File: config.mk
export PLATFORM = sky130hd
export DESIGN_NAME = dgpio_top
export DESIGN_NICKNAME = d
export VERILOG_FILES = /design/src/rtl/dgpio_pkg.sv /design/src/rtl/dgpio_sync_if.sv /design/src/rtl/dgpio_sync.sv /design/src/rtl/dgpio_top.sv
export SDC_FILE = /design/constraint.sdc
export NUM_CORES = 1
export LEC_CHECK = 0
export BUFFER_PORTS_ARGS = -buffer_cell sky130_fd_sc_hd__buf_2
export CAP_MARGIN = 20
export CORE_MARGIN = 2
export CORE_UTILIZATION = 47
export CTS_CLUSTER_SIZE = 30
export DETAILED_ROUTE_END_ITERATION = 10
export PLACE_DENSITY_LB_ADDON = 0.3
export SLEW_MARGIN = 25
export SYNTH_ARGS = -nofsm -noshare
export SYNTH_HDL_FRONTEND = slang
export SYNTH_SLANG_ARGS = --single-unit
File: constraint.sdc
create_clock -name clock -period 4.2 [get_ports clock]
set_input_delay 0.42 -clock clock [delete_from_list [all_inputs] [get_ports clock]]
set_output_delay 0.42 -clock clock [all_outputs]
set_load 0.01 [all_outputs]
File: src/rtl/dgpio_pkg.sv
// shared constants for the dual gpio port block
package dgpio_pkg;
  localparam int PORT_ONE_WIDTH = 6;
  localparam int PORT_TWO_WIDTH = 8;
  localparam int ANALOG_CFG_WIDTH = 4;
  localparam int TIMER_PIN_BIT = 4;
  localparam int PULLUP_N_BIT = 7;
  localparam int EDGE_SEL_BIT = 6;
  localparam int CHANGE_FLAG_BIT = 0;
  localparam int WATCH_LO = 4;
  localparam int WATCH_HI = 7;
  localparam int IRQ_PIN_BIT = 0;
  localparam int LVP_MODE_BIT = 3;
  localparam int LVP_CLOCK_BIT = 6;
  localparam int LVP_DATA_BIT = 7;
  localparam logic [5:0] DIR_ONE_RESET = 6'h3F;
  localparam logic [7:0] DIR_TWO_RESET = 8'hFF;
  localparam logic [3:0] ANALOG_CFG_RESET = 4'h0;
  localparam logic [3:0] ANALOG_CFG_DIGITAL = 4'h6;
  localparam logic [7:0] OPTION_RESET = 8'hFF;
endpackage

File: src/rtl/dgpio_sync_if.sv
// carrier between the pin synchroniser and the port logic
interface dgpio_sync_if #(parameter int W = 14);
  logic [W-1:0] raw;
  logic [W-1:0] level;
  modport sync (input raw, output level);
  modport user (output raw, input level);
endinterface

File: src/rtl/dgpio_sync.sv
// three-flop pin synchroniser with agreement filter
module dgpio_sync #(
  parameter int W = 14
) (
  // clock and reset
  input wire logic clock,
  input wire logic rst_n,
  // pins
  dgpio_sync_if.sync port
);
  logic [W-1:0] s1;
  logic [W-1:0] s2;
  logic [W-1:0] s3;
  logic [W-1:0] lvl;
  wire [W-1:0] agree = ~(s2 ^ s3);
  wire [W-1:0] next_lvl = (agree & s3) | (~agree & lvl);
  always_ff @(posedge clock or negedge rst_n) begin
    if (!rst_n) begin
      s1 <= '0;
      s2 <= '0;
      s3 <= '0;
      lvl <= '0;
    end else begin
      s1 <= port.raw;
      s2 <= s1;
      s3 <= s2;
      lvl <= next_lvl;
    end
  end
  assign port.level = lvl;
endmodule

File: src/rtl/dgpio_top.sv
// dual gpio port with change detection, pull-ups and shared pin functions
module dgpio_top #(
  parameter int P1W = dgpio_pkg::PORT_ONE_WIDTH,
  parameter int P2W = dgpio_pkg::PORT_TWO_WIDTH
) (
  // clock and reset
  input wire logic clock,
  input wire logic arst_n,
  // port one register access
  input wire logic port_one_data_wr,
  input wire logic port_one_data_rd,
  input wire logic [P1W-1:0] port_one_wdata,
  input wire logic [P1W-1:0] port_one_wmask,
  output logic [P1W-1:0] port_one_data,
  input wire logic port_one_direction_wr,
  input wire logic [P1W-1:0] port_one_direction_wdata,
  output logic [P1W-1:0] port_one_direction,
  input wire logic analog_config_two_wr,
  input wire logic [3:0] analog_config_two_wdata,
  output logic [3:0] analog_config_two,
  // port two register access
  input wire logic port_two_data_wr,
  input wire logic port_two_data_rd,
  input wire logic [P2W-1:0] port_two_wdata,
  input wire logic [P2W-1:0] port_two_wmask,
  output logic [P2W-1:0] port_two_data,
  input wire logic port_two_direction_wr,
  input wire logic [P2W-1:0] port_two_direction_wdata,
  output logic [P2W-1:0] port_two_direction,
  input wire logic option_wr,
  input wire logic [7:0] option_wdata,
  output logic [7:0] option_reg,
  // interrupt control bit zero
  input wire logic port_change_flag_clr,
  output logic port_change_flag,
  output logic wake_request,
  output logic ext_irq_event,
  // shared peripherals
  output logic timer_clock_shared_pin,
  input wire logic lvp_enable,
  output logic lvp_mode_pin,
  output logic lvp_clock_pin,
  output logic lvp_data_pin,
  input wire logic lvp_data_oe,
  input wire logic lvp_data_out,
  output logic [P1W-1:0] analog_select,
  // pins
  input wire logic [P1W-1:0] port_one_pin_in,
  output logic [P1W-1:0] port_one_pin_out,
  output logic [P1W-1:0] port_one_pin_oe,
  input wire logic [P2W-1:0] port_two_pin_in,
  output logic [P2W-1:0] port_two_pin_out,
  output logic [P2W-1:0] port_two_pin_oe,
  output logic [P2W-1:0] port_two_pullup_en
);
  // reset release through two flops
  logic rst_meta;
  logic rst_n;
  always_ff @(posedge clock or negedge arst_n) begin
    if (!arst_n) begin
      rst_meta <= 1'b0;
      rst_n <= 1'b0;
    end else begin
      rst_meta <= 1'b1;
      rst_n <= rst_meta;
    end
  end

  // analog config code to per-pin analog mask (pins 0,1,2,3,5)
  function automatic logic [5:0] dgpio_analog_mask(input logic [3:0] cfg);
    logic [5:0] m;
    m = 6'h00;
    case (cfg)
      4'h0, 4'h1, 4'h8: m = 6'h2F;
      4'h2, 4'h3, 4'hA: m = 6'h2F;
      4'h4, 4'h5, 4'hC: m = 6'h0B;
      4'h9: m = 6'h2F;
      4'hB, 4'hD: m = 6'h0F;
      4'hE, 4'hF: m = 6'h01;
      default: m = 6'h00;
    endcase
    return m;
  endfunction

  // synchronised pin levels
  dgpio_sync_if #(.W(P1W + P2W)) pins_if ();
  assign pins_if.raw = {port_two_pin_in, port_one_pin_in};
  dgpio_sync #(.W(P1W + P2W)) u_sync (
    .clock(clock),
    .rst_n(rst_n),
    .port(pins_if.sync)
  );
  wire [P1W-1:0] p1_level = pins_if.level[P1W-1:0];
  wire [P2W-1:0] p2_level = pins_if.level[P1W+P2W-1:P1W];

  logic [P1W-1:0] latch_one;
  logic [P1W-1:0] dir_one;
  logic [P2W-1:0] latch_two;
  logic [P2W-1:0] dir_two;
  logic [3:0] acfg;
  logic [7:0] opt;
  logic [3:0] ref_watch;
  logic flag;
  logic irq_prev;

  wire [P1W-1:0] amask = P1W'(dgpio_analog_mask(acfg));
  wire [P1W-1:0] p1_read = p1_level & ~amask;
  wire [P1W-1:0] next_latch_one =
    (p1_read & ~port_one_wmask) | (port_one_wdata & port_one_wmask);
  wire [P2W-1:0] next_latch_two =
    (p2_level & ~port_two_wmask) | (port_two_wdata & port_two_wmask);
  wire p2_access = port_two_data_rd | port_two_data_wr;

  always_ff @(posedge clock or negedge rst_n) begin
    if (!rst_n) begin
      latch_one <= '0;
      dir_one <= dgpio_pkg::DIR_ONE_RESET;
      acfg <= dgpio_pkg::ANALOG_CFG_RESET;
    end else begin
      if (port_one_data_wr) latch_one <= next_latch_one;
      if (port_one_direction_wr) dir_one <= port_one_direction_wdata;
      if (analog_config_two_wr) acfg <= analog_config_two_wdata;
    end
  end

  always_ff @(posedge clock or negedge rst_n) begin
    if (!rst_n) begin
      latch_two <= '0;
      dir_two <= dgpio_pkg::DIR_TWO_RESET;
      opt <= dgpio_pkg::OPTION_RESET;
    end else begin
      if (port_two_data_wr) latch_two <= next_latch_two;
      if (port_two_direction_wr) dir_two <= port_two_direction_wdata;
      if (option_wr) opt <= option_wdata;
    end
  end

  // port one drivers
  wire timer_bit_drive = ~dir_one[dgpio_pkg::TIMER_PIN_BIT]
                         & ~latch_one[dgpio_pkg::TIMER_PIN_BIT];
  genvar gi;
  generate
    for (gi = 0; gi < P1W; gi++) begin : g_one
      if (gi == dgpio_pkg::TIMER_PIN_BIT) begin : g_od
        assign port_one_pin_out[gi] = 1'b0;
        assign port_one_pin_oe[gi] = timer_bit_drive;
      end else begin : g_pp
        assign port_one_pin_out[gi] = latch_one[gi];
        assign port_one_pin_oe[gi] = ~dir_one[gi];
      end
    end
  endgenerate
  assign timer_clock_shared_pin = p1_level[dgpio_pkg::TIMER_PIN_BIT];
  assign analog_select = amask;

  // port two drivers with programming override
  logic [P2W-1:0] lvp_oe_mask;
  logic [P2W-1:0] lvp_out;
  always_comb begin
    lvp_oe_mask = '0;
    lvp_out = '0;
    lvp_oe_mask[dgpio_pkg::LVP_MODE_BIT] = lvp_enable;
    lvp_oe_mask[dgpio_pkg::LVP_CLOCK_BIT] = lvp_enable;
    lvp_oe_mask[dgpio_pkg::LVP_DATA_BIT] = lvp_enable;
    lvp_out[dgpio_pkg::LVP_DATA_BIT] = lvp_data_out;
  end
  wire [P2W-1:0] lvp_drive = {P2W{1'b0}} | (lvp_oe_mask & {P2W{lvp_data_oe}}
    & (P2W'(1) << dgpio_pkg::LVP_DATA_BIT));
  // peripheral owns the pin: gpio drive is replaced, not merged
  assign port_two_pin_out = (lvp_oe_mask & lvp_out) | (~lvp_oe_mask & latch_two);
  assign port_two_pin_oe = (lvp_oe_mask & lvp_drive) | (~lvp_oe_mask & ~dir_two);
  assign port_two_pullup_en = {P2W{~opt[dgpio_pkg::PULLUP_N_BIT]}} & dir_two;
  assign lvp_mode_pin = p2_level[dgpio_pkg::LVP_MODE_BIT];
  assign lvp_clock_pin = p2_level[dgpio_pkg::LVP_CLOCK_BIT];
  assign lvp_data_pin = p2_level[dgpio_pkg::LVP_DATA_BIT];

  // change detection on the watched upper pins
  wire [3:0] watch_lvl = p2_level[dgpio_pkg::WATCH_HI:dgpio_pkg::WATCH_LO];
  wire [3:0] watch_in = dir_two[dgpio_pkg::WATCH_HI:dgpio_pkg::WATCH_LO];
  wire [3:0] mismatch = (watch_lvl ^ ref_watch) & watch_in;
  wire any_mismatch = |mismatch;
  // an access reloads the reference, so the mismatch ends next cycle
  wire next_flag = any_mismatch | (flag & ~port_change_flag_clr);

  always_ff @(posedge clock or negedge rst_n) begin
    if (!rst_n) begin
      ref_watch <= '0;
      flag <= 1'b0;
    end else begin
      if (p2_access) ref_watch <= watch_lvl;
      flag <= next_flag;
    end
  end

  // external interrupt edge on bit zero
  wire irq_lvl = p2_level[dgpio_pkg::IRQ_PIN_BIT];
  wire irq_rise = irq_lvl & ~irq_prev;
  wire irq_fall = ~irq_lvl & irq_prev;
  always_ff @(posedge clock or negedge rst_n) begin
    if (!rst_n) begin
      irq_prev <= 1'b0;
      ext_irq_event <= 1'b0;
    end else begin
      irq_prev <= irq_lvl;
      ext_irq_event <= opt[dgpio_pkg::EDGE_SEL_BIT] ? irq_rise : irq_fall;
    end
  end

  assign port_change_flag = flag;
  assign wake_request = flag;
  assign port_one_data = p1_read;
  assign port_two_data = p2_level;
  assign port_one_direction = dir_one;
  assign port_two_direction = dir_two;
  assign analog_config_two = acfg;
  assign option_reg = opt;

  chk_flag_follows_mismatch: assert property (@(posedge clock) disable iff (!rst_n)
    any_mismatch |=> flag) else $error("change flag missed a mismatch");
  chk_access_ends_mismatch: assert property (@(posedge clock) disable iff (!rst_n)
    (p2_access && !port_two_direction_wr && $stable(watch_lvl)[*1]) ##1 $stable(watch_lvl)
    |-> mismatch == 4'h0) else $error("access did not end mismatch");
  chk_output_excluded: assert property (@(posedge clock) disable iff (!rst_n)
    (watch_in == 4'h0) |-> !any_mismatch) else $error("output pin compared");
  chk_pullup_off_out: assert property (@(posedge clock) disable iff (!rst_n)
    (port_two_pullup_en & ~port_two_direction) == '0) else $error("pullup on output");
  chk_pullup_global: assert property (@(posedge clock) disable iff (!rst_n)
    opt[dgpio_pkg::PULLUP_N_BIT] |-> port_two_pullup_en == '0) else $error("pullup on");
  chk_timer_open_drain: assert property (@(posedge clock) disable iff (!rst_n)
    port_one_pin_out[dgpio_pkg::TIMER_PIN_BIT] == 1'b0) else $error("open drain high");
  chk_analog_reads_zero: assert property (@(posedge clock) disable iff (!rst_n)
    (port_one_data & amask) == '0) else $error("analog pin read nonzero");
  chk_write_latch_one: assert property (@(posedge clock) disable iff (!rst_n)
    port_one_data_wr |=> latch_one == $past(next_latch_one)) else $error("latch one");
  chk_drive_latch: assert property (@(posedge clock) disable iff (!rst_n)
    !lvp_enable |-> (port_two_pin_oe == ~port_two_direction)) else $error("bad drive");
  chk_ext_edge: assert property (@(posedge clock) disable iff (!rst_n)
    (irq_rise && opt[dgpio_pkg::EDGE_SEL_BIT]) |=> ext_irq_event) else $error("edge lost");
endmodule

Yosys cells after proc, flatten, opt, wreduce, memory -nomap -nowiden:

Memories as Yosys holds them, arrays and structs flattened.
Index checks and enable logic that the tools add are counted.

* bits in registers: 105
* memory bits (read-only): 80
* input bits: 82
* output and inout port bits: 89
* logic and storage cells: 64
* memories: 1

Memories
* (name not given): words 16, width 5, read ports 1, clocked after Yosys merged registers in 0, write ports 0, line dgpio_top.sv:73 `case (cfg)`

* muxes and demuxes: 1
* bitwise gates (word level): 45
* reduce and logical (&&, ||, !) cells: 1

Operators with widths (number)
* $and A8 B8 Y8: 8
* $and A14 B14 Y14: 2
* $not A14 Y14: 2
* $not A8 Y8: 3
* $or A8 B8 Y8: 3
* $and A6 B6 Y6: 3
* $or A14 B14 Y14: 1
* $xor A14 B14 Y14: 1
* $not A6 Y6: 2
* $not A1 Y1: 11
* $or A6 B6 Y6: 1
* $and A1 B1 Y1: 4
* $and A4 B4 Y4: 1
* $reduce_or A4 Y1: 1
* $xor A4 B4 Y4: 1
* $or A1 B1 Y1: 2
* $mux W1: 1

Logic depth before layout (Yosys ltp):

* depth in word-level cells: 5
* gate-level depth with buffers: 4
* mapped depth without buffers: 3

Hierarchy:

Synthesis repeated with hierarchy kept, for this count alone.

* cells, all modules: 280
* area, all modules: 3841.2 um2

By module, submodules not included
* dgpio_top: times used 1, cells an instance 210, area each 2282.2 um2
* dgpio_sync: times used 1, cells an instance 70, area each 1559.0 um2

Worst setup path before layout:

No wires, ideal clock.

* kind: register -> output
* start point: reg acfg[1] (netlist: analog_config_two[1])
* end point: out port_one_data[5]
* arrival time: 1.030 ns
* path slack: 2.750 ns
* cell stages (with the launch flop): 3
* buffers on the path: 0
* path through: dfrtp_1 > a31oi_1 > and2b_1

* word-level cells in the longest chain between the ends: 3

Ends and longest elaborated chain
* from (decl): line dgpio_top.sv:100 `logic [3:0] acfg;`
* from (signal assigned): line dgpio_top.sv:118 `acfg <= dgpio_pkg::ANALOG_CFG_RESET;`
* from (signal assigned): line dgpio_top.sv:122 `if (analog_config_two_wr) acfg <= analog_config_two_wdata;`
* $mem_v2 Z16 W5
* via analog_select[5]: line dgpio_top.sv:46 `output logic [P1W-1:0] analog_select,`
* $not A6 Y6: line dgpio_top.sv:107 `wire [P1W-1:0] p1_read = p1_level & ~amask;`
* $and A6 B6 Y6: line dgpio_top.sv:107
* to (decl): line dgpio_top.sv:14 `output logic [P1W-1:0] port_one_data,`

The timed path passes the listed nets, and every way through them passes these cells.

Final worst setup path:

* start point: reg acfg[3] (netlist: analog_config_two[3])
* end point: out analog_select[2]

* word-level cells in the longest chain between the ends: 1

Ends and longest elaborated chain (line)
* $mem_v2 Z16 W5
* to (decl): dgpio_top.sv:46

Every way passes these cells.

==> impl_metrics.csv <==
group,metric,value,unit
clocking,htree_levels,3,
yosys,synth_ff_type,"dfrtp_1",
critical_path,cp.required,3.78,ns
yosys,ys_seq_area_frac,0.688,
route,avgRoutedWirePerCell,12.9,um
timing,period_share,0.440,
layout,final-seq-area,0.00266,mm^2
placed_design,dp_slack,2.69,ns
clocking,clockBufferDepth,2,
yosys,syn_avg_cell_area,13.5,um^2
timing,drv_slew,0,
power_and_ir_drop,power_density,423,mW/mm^2
layout,multiInputGateArea,957,um^2
layout,drive_gt1_frac,0.525,
power_and_ir_drop,total_power,2.05,mW
clocking,cts.root.buffer_cell,"clkbuf_8",
placed_design,postPlaceCellArea,0.00464,mm^2
critical_path,crit_type,"reg2out",
layout,finish.net_count,517,
yosys,synth.most_common_cell,"dfrtp_1",
layout,fin_util,0.598,
worst_hold_path,hp-class,"in2reg",
route,route.vias.total,2551,
route,ant_nets,0,
die,core_area,0.00809,mm^2
timing,rsz0062_at_grt,"false",
yosys,synth_area_leader_cell,"dfrtp_1",
global_route,overflow,0,
route,drt-initial-drc-count,59,
run_status,status,"complete, no violations",
die,die-width,94.6,um
placed_design,dpl.cell_count,528,
route,drcViolationCount,0,
clocking,clkTransAtPathRegs,0.11,ns
die,die_y,94.6,um
die,die-area,0.00896,mm^2
power_and_ir_drop,p_leak,2.40,nW
clocking,worst_skew_pair.late_latency,0.36,ns
global_route,grt_pass1_vias,2282,
global_route,grt_max_degree,66,
yosys,ys_types,27,
die,top_level_ports,171,
layout,postLayoutCellArea,0.00484,mm^2
critical_path,arrival,1.43,ns
yosys,ys.warnings.count,0,
timing,fin_crit,1.85,ns
die,start_util,0.477,
timing,setup_slack,2.35,ns
yosys,netlist_area,0.00386,mm^2
yosys,netlist.area_leader.share,0.538,
clocking,cts_made_buffers,9,
global_route,antenna_found_initial,0,
layout,fill_cells,685,
placed_design,port_buffers,167,
yosys,synth_edf_count,0,
clocking,cts-resized-gates,0,
timing,holdWs,0.156,ns
yosys,synthCells,285,
power_and_ir_drop,ir_drop,258,uV
timing,fmax,541,MHz
critical_path,crit_fanout,6,
die,num_rows,33,
yosys,yosys_register_bits,105,
route,wirelength,7030,um
global_route,track_usage,0.156,
global_route,grt_pass1_wl,10600,um
placed_design,dp_hpwl,5270,um
critical_path,cp-start-kind,"flop",
clocking,cts_sinks,105,
clocking,cts_tree,"built",
layout,antenna_cells,0,
timing,final.setup.tns,0,ns
flow_run,cap_violations,0,
layout,syn_to_final_growth,25.3,%
yosys,ys_top_cells_by_count,"dfrtp_1 (83), buf_4 (24), nor2_1 (23)",
route,firstDrtPassIters,4,
critical_path,crit_path_end_kind,"primary output",
timing,setup_viol,0,
route,viasPerCell,4.68,
timing,tightest_slew,0.785,ns
yosys,post_synth_main_area_contributors,"dfrtp_1 (54%), dfstp_2 (15%), mux2_2 (6.1%)",
placed_design,place.gp.congestion,0.799,
yosys,async_flop_share,1.00,
layout,stdcell_count,545,
timing,skew,0.0118,ns
timing,slew_headroom,0.477,
timing,finalHoldViolCount,0,
==> kinds of logic after synthesis <==
| logic type | share of synthesized area |
|---|---|
| xor gates and xnor gates | 0.00907 |
| AOI/OAI and AO/OA | 0.0431 |
| adders and majority gates | 0.0363 |
| and+or+nand+nor | 0.0642 |
| muxes | 0.0924 |
| DFF | 0.688 |
| buffers and inverters | 0.0655 |
| other | 0.00194 |
==> layer usage <==
| metal | up-vias | part of all wire | track usage |
|---|---|---|---|
| met5 | - | 0 | 0 |
| met4 | 0 | 0.022 | 0.0773 |
| met3 | 12 | 0.051 | 0.0439 |
| met2 | 77 | 0.50 | 0.248 |
| met1 | 1243 | 0.42 | 0.197 |
| li1 | 1219 | - | - |
==> critical path, stage by stage, from the launching register on <==
cell	delay [ns]
dfrtp_1	0.44
nand2_1	0.06
o21ai_0	0.36
buf_2	0.22
==> layout by cell type, fill, tap and decap left out, types with 2 or more instances in the layout <==
cell type,instances
a21oi_1,14
a31oi_1,2
and3_2,2
buf_2,167
clkbuf_8,9
conb_1,3
dfrtp_1,82
dfstp_2,22
inv_1,12
inv_6,3
maj3_1,14
mux2_2,21
mux2i_1,12
nand2_1,15
nor2_1,23
nor2b_1,6
o21ai_0,13
xor2_1,4
==> final timing paths <==
check                                                  from                                 to  slack [ns]  cells after the start
min                                      port_one_pin_in[4]             u_sync.s1[4]$_DFF_PN0_        0.16                      1
min reg2reg                         u_sync.s1[12]$_DFF_PN0_            u_sync.s2[12]$_DFF_PN0_        0.36                      0
max                        analog_config_two[3]$_DFFE_PN0P_                   analog_select[2]        2.35                      3
min in group asynchronous                            arst_n                    rst_n$_DFF_PN0_        0.36                      2
max reg2reg                                 rst_n$_DFF_PN0_  port_two_direction[3]$_DFFE_PN1P_        2.75                      1
max in group asynchronous                   rst_n$_DFF_PN0_  port_two_direction[3]$_DFFE_PN1P_        2.75                      1
==> cell type report <==
type / instances / share of cell area
clock buffers: 9 / 0.0256
clock inverters: 7 / 0.0145
inverters: 12 / 0.00931
multi-input cells: 138 / 0.198
flip-flops and latches: 105 / 0.549
well taps: 105 / 0.0271
repair buffers: 169 / 0.176
==> report_power, final <==
part	switching (mW)	internal (mW)	leakage (nW)
Clock	0.351	0.232	0.0955
Combinational	0.143	0.145	1.11
Sequential	0.0670	1.11	1.20
Total	0.561	1.49	2.40
==> what timing repair did <==
action / CTS / global route
hold endpoints to repair: 2 / 0
hold buffers: 1 / 0
buffers inserted: 0 / 0
Note: power is estimated with default switching activity, not from simulation.
